==> src/shared/cct_pkg.sv <==
// Purpose: constants shared by the 8-bit capture/compare timer
// Assumes: single 100 MHz clock, synchronous active-high reset
// Notes: status bit layout and edge-select polarity are fixed here
package cct_pkg;
    // --------------------------------------------------------------
    // counter
    // --------------------------------------------------------------
    localparam logic [7:0] CCT_CNT_RELOAD = 8'hfc;
    localparam logic [7:0] CCT_CNT_TOP = 8'hff;
    localparam logic [7:0] CCT_CMP_RESET = 8'h00;
    localparam logic [7:0] CCT_CAP_RESET = 8'h00;
    localparam int CCT_OSC_DIV = 8000;

    // --------------------------------------------------------------
    // clock select codes
    // --------------------------------------------------------------
    localparam logic [1:0] CCT_SEL_DIV2 = 2'h0;
    localparam logic [1:0] CCT_SEL_DIV4 = 2'h1;
    localparam logic [1:0] CCT_SEL_DIV8 = 2'h2;
    localparam logic [1:0] CCT_SEL_OSC = 2'h3;
    localparam logic [2:0] CCT_PRE_LAST2 = 3'h1;
    localparam logic [2:0] CCT_PRE_LAST4 = 3'h3;
    localparam logic [2:0] CCT_PRE_LAST8 = 3'h7;

    // --------------------------------------------------------------
    // status bit positions
    // --------------------------------------------------------------
    localparam int CCT_ST_CAP1 = 7;
    localparam int CCT_ST_CMP1 = 6;
    localparam int CCT_ST_OVF = 5;
    localparam int CCT_ST_CAP2 = 4;
    localparam int CCT_ST_CMP2 = 3;

    // edge select level meaning a rising edge is active
    localparam logic CCT_EDGE_RISING = 1'b1;
endpackage

==> src/design/cct_timer.sv <==
// Purpose: 8-bit free-running timer with two captures and two compares
// Assumes: strobes from the cpu side are one-cycle pulses on clk
// Notes: waveform generation of single-pulse and pwm modes is not here
`timescale 1ns/1ps
module cct_timer
    import cct_pkg::*;
#(
    parameter int OSC_DIV = CCT_OSC_DIV
) (
    input wire logic clk,
    input wire logic sys_rst,
    input wire logic osc_clk,
    input wire logic halt_mode,
    input wire logic cpu_irq_mask,
    input wire logic [1:0] clock_select_field,
    input wire logic capture_edge_select_one,
    input wire logic capture_edge_select_two,
    input wire logic overflow_irq_enable,
    input wire logic capture_irq_enable,
    input wire logic compare_irq_enable,
    input wire logic [1:0] compare_output_enable,
    input wire logic [1:0] compare_output_level,
    input wire logic single_pulse_select,
    input wire logic pwm_select,
    input wire logic status_read,
    input wire logic counter_primary_read,
    input wire logic counter_primary_write,
    input wire logic counter_alternate_write,
    input wire logic [1:0] capture_read,
    input wire logic [1:0] compare_read,
    input wire logic [1:0] compare_write,
    input wire logic [7:0] compare_wdata,
    input wire logic capture_input_one,
    input wire logic capture_input_two,
    output logic [7:0] counter_value_primary,
    output logic [7:0] counter_value_alternate,
    output logic [7:0] capture_value_one,
    output logic [7:0] capture_value_two,
    output logic [7:0] compare_value_one,
    output logic [7:0] compare_value_two,
    output logic [7:0] timer_status_reg,
    output logic [1:0] compare_output_pin,
    output logic [1:0] compare_output_pin_oe,
    output logic timer_irq
);
    localparam int OSC_W = $clog2(OSC_DIV);
    localparam logic [OSC_W-1:0] OSC_LAST = OSC_W'(OSC_DIV - 1);

    // --------------------------------------------------------------
    // helpers
    // --------------------------------------------------------------
    function automatic logic [2:0] pre_last(input logic [1:0] sel);
        logic [2:0] r;
        r = CCT_PRE_LAST8;
        if (sel == CCT_SEL_DIV2) begin
            r = CCT_PRE_LAST2;
        end else if (sel == CCT_SEL_DIV4) begin
            r = CCT_PRE_LAST4;
        end
        return r;
    endfunction

    // slower clocks see the match one count late
    function automatic logic [7:0] cmp_target(input logic [7:0] cmp, input logic [1:0] sel);
        logic [7:0] r;
        r = cmp + 8'h01;
        if (sel == CCT_SEL_DIV2) begin
            r = cmp;
        end
        return r;
    endfunction

    logic [7:0] cnt;
    logic [2:0] pre;
    logic [OSC_W-1:0] osc_cnt;
    logic osc_rise;
    logic osc_fire;
    logic tick;
    logic cnt_reload;
    logic cnt_new;
    logic ovf_set;
    logic edge_one;
    logic edge_two;
    logic cap_evt_one;
    logic cap_evt_two;
    logic [7:0] cmp_val [2];
    logic [1:0] match;
    logic [1:0] cmp_set;
    logic ovf_flag;
    logic cap_flag_one;
    logic cap_flag_two;
    logic [1:0] cmp_flag;
    logic waveform_mode;

    assign cnt_reload = counter_primary_write | counter_alternate_write;
    assign waveform_mode = single_pulse_select | pwm_select;

    // --------------------------------------------------------------
    // prescaler
    // --------------------------------------------------------------
    // oscillator is foreign to clk, so it passes the synchroniser
    cct_sync_edge u_osc_sync (
        .clk(clk),
        .sys_rst(sys_rst),
        .pin(osc_clk),
        .rising_sel(CCT_EDGE_RISING),
        .edge_pulse(osc_rise)
    );

    always_ff @(posedge clk) begin
        if (sys_rst) begin
            pre <= 3'h0;
        end else if (halt_mode) begin
            pre <= pre;
        end else if (clock_select_field == CCT_SEL_OSC || pre == pre_last(clock_select_field)) begin
            pre <= 3'h0;
        end else begin
            pre <= pre + 3'h1;
        end
    end

    always_ff @(posedge clk) begin
        if (sys_rst) begin
            osc_cnt <= '0;
        end else if (halt_mode || clock_select_field != CCT_SEL_OSC) begin
            osc_cnt <= osc_cnt;
        end else if (osc_fire) begin
            osc_cnt <= '0;
        end else if (osc_rise) begin
            osc_cnt <= osc_cnt + OSC_W'(1);
        end
    end

    assign osc_fire = osc_rise && osc_cnt == OSC_LAST;

    always_comb begin
        if (halt_mode) begin
            tick = 1'b0;
        end else if (clock_select_field == CCT_SEL_OSC) begin
            tick = osc_fire;
        end else begin
            tick = pre == pre_last(clock_select_field);
        end
    end

    // --------------------------------------------------------------
    // counter
    // --------------------------------------------------------------
    always_ff @(posedge clk) begin
        if (sys_rst) begin
            cnt <= CCT_CNT_RELOAD;
        end else if (cnt_reload) begin
            cnt <= CCT_CNT_RELOAD;
        end else if (tick) begin
            cnt <= cnt + 8'h01;
        end
    end

    // marks a fresh count so each value matches once
    always_ff @(posedge clk) begin
        if (sys_rst) begin
            cnt_new <= 1'b0;
        end else begin
            cnt_new <= tick | cnt_reload;
        end
    end

    assign ovf_set = tick && !cnt_reload && cnt == CCT_CNT_TOP;
    assign counter_value_primary = cnt;
    assign counter_value_alternate = cnt;

    // --------------------------------------------------------------
    // input capture
    // --------------------------------------------------------------
    // no gating on pin direction: self-driven edges capture too
    cct_sync_edge u_cap_one (
        .clk(clk),
        .sys_rst(sys_rst),
        .pin(capture_input_one),
        .rising_sel(capture_edge_select_one),
        .edge_pulse(edge_one)
    );

    cct_sync_edge u_cap_two (
        .clk(clk),
        .sys_rst(sys_rst),
        .pin(capture_input_two),
        .rising_sel(capture_edge_select_two),
        .edge_pulse(edge_two)
    );

    assign cap_evt_one = edge_one & ~waveform_mode;
    assign cap_evt_two = edge_two;

    always_ff @(posedge clk) begin
        if (sys_rst) begin
            capture_value_one <= CCT_CAP_RESET;
        end else if (cap_evt_one) begin
            capture_value_one <= cnt;
        end
    end

    always_ff @(posedge clk) begin
        if (sys_rst) begin
            capture_value_two <= CCT_CAP_RESET;
        end else if (cap_evt_two) begin
            capture_value_two <= cnt;
        end
    end

    // --------------------------------------------------------------
    // output compare
    // --------------------------------------------------------------
    always_ff @(posedge clk) begin
        if (sys_rst) begin
            cmp_val[0] <= CCT_CMP_RESET;
            cmp_val[1] <= CCT_CMP_RESET;
        end else begin
            for (int i = 0; i < 2; i++) begin
                if (compare_write[i]) begin
                    cmp_val[i] <= compare_wdata;
                end
            end
        end
    end

    assign compare_value_one = cmp_val[0];
    assign compare_value_two = cmp_val[1];

    always_comb begin
        for (int i = 0; i < 2; i++) begin
            match[i] = cnt_new && cnt == cmp_target(cmp_val[i], clock_select_field);
        end
    end

    // pwm owns both flags, single-pulse owns channel one
    assign cmp_set[0] = match[0] & ~waveform_mode;
    assign cmp_set[1] = match[1] & ~pwm_select;

    always_ff @(posedge clk) begin
        if (sys_rst) begin
            compare_output_pin <= 2'h0;
        end else begin
            for (int i = 0; i < 2; i++) begin
                if (compare_output_enable[i] && match[i]) begin
                    compare_output_pin[i] <= compare_output_level[i];
                end
            end
        end
    end

    assign compare_output_pin_oe = compare_output_enable;

    // --------------------------------------------------------------
    // flags and interrupt
    // --------------------------------------------------------------
    cct_flag u_ovf_flag (
        .clk(clk),
        .sys_rst(sys_rst),
        .set(ovf_set),
        .status_rd(status_read),
        .reg_access(counter_primary_read | counter_primary_write),
        .flag(ovf_flag)
    );

    cct_flag u_cap_flag_one (
        .clk(clk),
        .sys_rst(sys_rst),
        .set(cap_evt_one),
        .status_rd(status_read),
        .reg_access(capture_read[0]),
        .flag(cap_flag_one)
    );

    cct_flag u_cap_flag_two (
        .clk(clk),
        .sys_rst(sys_rst),
        .set(cap_evt_two),
        .status_rd(status_read),
        .reg_access(capture_read[1]),
        .flag(cap_flag_two)
    );

    cct_flag u_cmp_flag_one (
        .clk(clk),
        .sys_rst(sys_rst),
        .set(cmp_set[0]),
        .status_rd(status_read),
        .reg_access(compare_read[0] | compare_write[0]),
        .flag(cmp_flag[0])
    );

    cct_flag u_cmp_flag_two (
        .clk(clk),
        .sys_rst(sys_rst),
        .set(cmp_set[1]),
        .status_rd(status_read),
        .reg_access(compare_read[1] | compare_write[1]),
        .flag(cmp_flag[1])
    );

    always_comb begin
        timer_status_reg = 8'h00;
        timer_status_reg[CCT_ST_CAP1] = cap_flag_one;
        timer_status_reg[CCT_ST_CMP1] = cmp_flag[0];
        timer_status_reg[CCT_ST_OVF] = ovf_flag;
        timer_status_reg[CCT_ST_CAP2] = cap_flag_two;
        timer_status_reg[CCT_ST_CMP2] = cmp_flag[1];
    end

    // level output: a pending flag fires once the mask opens
    assign timer_irq = ~cpu_irq_mask & ((ovf_flag & overflow_irq_enable)
        | ((cap_flag_one | cap_flag_two) & capture_irq_enable)
        | ((cmp_flag[0] | cmp_flag[1]) & compare_irq_enable));
endmodule

==> src/design/cct_sync_edge.sv <==
// Purpose: two-stage synchroniser with selectable edge detect
// Assumes: input is asynchronous to clk
// Notes: edge seen two to three cycles after the pin moves
`timescale 1ns/1ps
module cct_sync_edge
    import cct_pkg::*;
(
    input wire logic clk,
    input wire logic sys_rst,
    input wire logic pin,
    input wire logic rising_sel,
    output logic edge_pulse
);
    logic meta;
    logic sync;
    logic sync_d;

    // --------------------------------------------------------------
    // synchroniser; meta feeds only sync
    // --------------------------------------------------------------
    // runs through reset so a pin idling high gives no false edge on release
    always_ff @(posedge clk) begin
        meta <= pin;
        sync <= meta;
        sync_d <= sync;
    end

    // --------------------------------------------------------------
    // edge detect
    // --------------------------------------------------------------
    always_comb begin
        if (rising_sel == CCT_EDGE_RISING) begin
            edge_pulse = sync & ~sync_d & ~sys_rst;
        end else begin
            edge_pulse = ~sync & sync_d & ~sys_rst;
        end
    end
endmodule

==> src/design/cct_flag.sv <==
// Purpose: sticky status flag with two-step clear
// Assumes: strobes are one-cycle pulses on clk
// Notes: a set in the clearing cycle wins
`timescale 1ns/1ps
module cct_flag (
    input wire logic clk,
    input wire logic sys_rst,
    input wire logic set,
    input wire logic status_rd,
    input wire logic reg_access,
    output logic flag
);
    logic armed;
    logic clear_now;

    // clear needs a prior status read that saw the flag set
    assign clear_now = armed & reg_access;

    always_ff @(posedge clk) begin
        if (sys_rst) begin
            armed <= 1'b0;
        end else if (clear_now | set) begin
            armed <= 1'b0;
        end else if (status_rd & flag) begin
            armed <= 1'b1;
        end
    end

    always_ff @(posedge clk) begin
        if (sys_rst) begin
            flag <= 1'b0;
        end else if (set) begin
            flag <= 1'b1;
        end else if (clear_now) begin
            flag <= 1'b0;
        end
    end
endmodule

==> config.mk <==
export PLATFORM = sky130hd
export DESIGN_NAME = cct_timer
export DESIGN_NICKNAME = d
export VERILOG_FILES = /design/src/shared/cct_pkg.sv /design/src/design/cct_timer.sv /design/src/design/cct_sync_edge.sv /design/src/design/cct_flag.sv
export SDC_FILE = /design/constraint.sdc
export NUM_CORES = 1
export LEC_CHECK = 0
export ABC_AREA = 1
export BUFFER_PORTS_ARGS = -buffer_cell sky130_fd_sc_hd__buf_2
export CAP_MARGIN = 20
export CORE_ASPECT_RATIO = 1.75
export CORE_MARGIN = 2
export CORE_UTILIZATION = 30
export CTS_CLUSTER_SIZE = 8
export DETAILED_ROUTE_END_ITERATION = 7
export GPL_ROUTABILITY_DRIVEN = 0
export PLACE_DENSITY = 0.58
export SYNTH_ARGS = -nofsm -noshare
export SYNTH_HDL_FRONTEND = slang
export SYNTH_SLANG_ARGS = --single-unit
==> constraint.sdc <==
create_clock -name clk -period 3.4 [get_ports clk]
set_clock_uncertainty 0.1 [all_clocks]
set_input_delay 0.51 -clock clk [delete_from_list [all_inputs] [get_ports clk]]
set_output_delay 0.51 -clock clk [all_outputs]
set_load 0.1 [all_outputs]
==> flow_metrics.tcl <==
set metrics [dict create \
    synth_area_um2 3980 \
    synth_edf_count 16 \
    antenna_found_initial 0 \
    seqCellArea_um2 1720 \
    h-tree-depth 3 \
    floorplan.initialDensity_pct 30.7 \
    timing.max_cap.violations 0 \
    crit_start "u_cmp_flag_two.flag" \
    finalCritPeriodShare_pct 66.4 \
    reg2reg_depth 11 \
    min_from "osc_clk" \
    max_slew_margin_pct 58.0 \
    dr.pass1.iters 7 \
    drive_gt1_share_pct 21.4 \
    status "complete, no violations" \
    grt_util_all_layers_pct 15.7 \
    r2r-start "counter_value_alternate[2]" \
    viasPerCell 4.67 \
    ant_nets 0 \
    ys_warn_count 0 \
    ir_worst_vdd_uv 347 \
    syn2layout_area_growth_pct 20.8 \
    p_total_mw 2.44 \
    n_antenna_cell 0 \
    die_area_um2 14200 \
    drcViolationCount 0 \
    synth_cells 532 \
    postLayoutCellArea_um2 4800 \
    multi_input_area_um2 1820 \
    fp.dieW_um 91.0 \
    layout_common_cells "nand2_1, buf_2, inv_1" \
    grt_pass1_wl_um 17400 \
    n_fill_cell 1399 \
    postCtsSetupRepairBufs 0 \
    synth-seq-cells 78 \
    r2r-end "u_cmp_flag_one.flag" \
    holdBufCountCts 0 \
    cts_sinks 78 \
    pwr_density_cell_nw_per_um2 509 \
    worstPathRequired_ns 2.79 \
    num_io_pins 99 \
    cts.clk_slew.worst_paths_ns 0.06 \
    via_count 3695 \
    hold_slack_ns 0.171 \
    min_path_type "input port to register" \
    cts_root_buf "clkbuf_16" \
    grt-ovfl-total 0 \
    drt_iter0_markers 143 \
    cp-end-kind "primary output" \
    tightest_slew_ns 0.626 \
    setup_viol 0 \
    routedWlPerCell_um 14.1 \
    crit_type "register to primary output" \
    place_area_um2 4500 \
    numCtsBuffers 9 \
    rsz0062_at_grt "false" \
    period_needed_ns 2.26 \
    grt_max_degree 25 \
    core_area_um2 12900 \
    ys_async_sr_fraction_pct 0 \
    die_h_um 156 \
    slew_violations 0 \
    rows 55 \
    final_hold_viol_count 0 \
    ys.flop_type "dfxtp_1" \
    ys_seq_area_share_pct 43.3 \
    fin_setup_tns_ns 0 \
    synth_cell_type_count 46 \
    cts_tree "yes" \
    avgSynthCellArea_um2 7.48 \
    clockBufferDepth 2 \
    clk_latency_ns 0.34 \
    numPortBuffers 95 \
    cp.arrival_ns 1.65 \
    nets 659 \
    critPathLaunchType "register" \
    cp_max_fo 4 \
    p_leak_nw 2.30 \
    wl_um 11200 \
    fmax_mhz 443 \
    rrSetupSlack_ns 1.36 \
    cts_resized 0 \
    min_path_cells 1 \
    dp_hpwl_um 8870 \
    layout_commonest_cell "nand2_1" \
    grt_pass1_vias 3560 \
    hold_end "u_osc_sync.meta" \
]
==> sequential cells by signal (all words and copies together) (netlist names), 2 cells and up <==
signal,count
counter_value_alternate,8
osc_cnt,13
pre,3
capture_value_two,8
capture_value_one,8
cmp_val,16
compare_output_pin,2
==> layout make-up <==
class	count	area share, %
sequential	78	35.8
timing repair buffer	96	10.1
clock buffer	9	4.69
tap	171	4.45
clock inverter	7	1.46
inverter	71	5.65
multi-input combinational	360	37.9
==> worst max-delay path by stage <==
stage                       endpoint  slack, ns  cells past startpoint
6_report                   timer_irq       1.14                      4
5_1_grt                    timer_irq       1.06                      4
4_1_cts                    timer_irq       1.09                      4
3_5_place_dp              osc_cnt[7]       1.10                     11
3_3_place_gp              osc_cnt[6]       1.10                      8
2_1_floorplan  compare_output_pin[0]       1.11                     10
==> Yosys cell counts (2+ instances only) <==
cell type,instances,area (um^2)
nor3b_1,2,15.0
or2_2,3,18.8
nand3_2,2,20.0
nand4_1,9,56.3
nand3b_1,3,22.5
xor2_1,13,114
buf_4,18,135
nor3_1,4,20.0
and3_1,2,12.5
nor2_4,2,22.5
or2_0,2,12.5
or2_1,2,12.5
clkinv_2,2,10.0
o21ai_0,26,130
nand2_2,2,12.5
buf_2,3,15.0
nand3_4,2,35.0
nor2_2,2,12.5
edfxtp_1,16,480
nor4_1,2,12.5
o21ai_1,4,20.0
dfxtp_1,62,1240
nand2_1,137,514
o211ai_1,6,45.0
clkbuf_1,3,11.3
a21oi_1,19,95.1
nor2_1,51,191
inv_1,67,251
ha_1,5,62.6
nand3_1,40,200
xnor2_1,6,52.6
==> power by group <==
part	total [mW]	switching [mW]	internal [mW]
combinational	0.486	0.396	0.0899
clock	0.927	0.415	0.512
sequential	1.03	0.0424	0.989
total	2.44	0.854	1.59
==> metal layers <==
layer  global-route usage [%]  share of wire [%]  vias up
met5                        0                  0        -
met4                     9.67                4.6        0
met3                     2.21                3.1       27
met2                     29.6                 54      104
met1                     16.0                 38     1704
li1                         -                  -     1860
==> per-stage QoR <==
| step | worst slack, ns | utilization [%] | std cells |
|---|---|---|---|
| 2_1_floorplan | 1.11 | - | 534 |
| 5_1_grt | 1.06 | 37.1 | 792 |
| 3_5_place_dp | 1.10 | 34.8 | 775 |
| 6_report | 1.14 | 37.1 | 792 |
| 4_1_cts | 1.09 | 37.1 | 791 |
| 3_3_place_gp | 1.10 | 34.8 | 775 |
==> cells by family after synthesis <==
family	after synthesis	share of synthesized area, %
buffers and inverters	96	11.2
DFF	78	43.3
xor gates and xnor gates	19	4.18
and+or+nand+nor	270	30.8
AOI/OAI and AO/OA	63	8.90
adders and majority gates	5	1.57
other	1	0.0943
==> critical path, stage by stage (launching register included) <==
cell,delay (ns)
dfxtp_1,0.38
o21ai_0,0.20
a31o_2,0.27
inv_1,0.04
buf_2,0.41
Power figures use the tool's default switching activity.
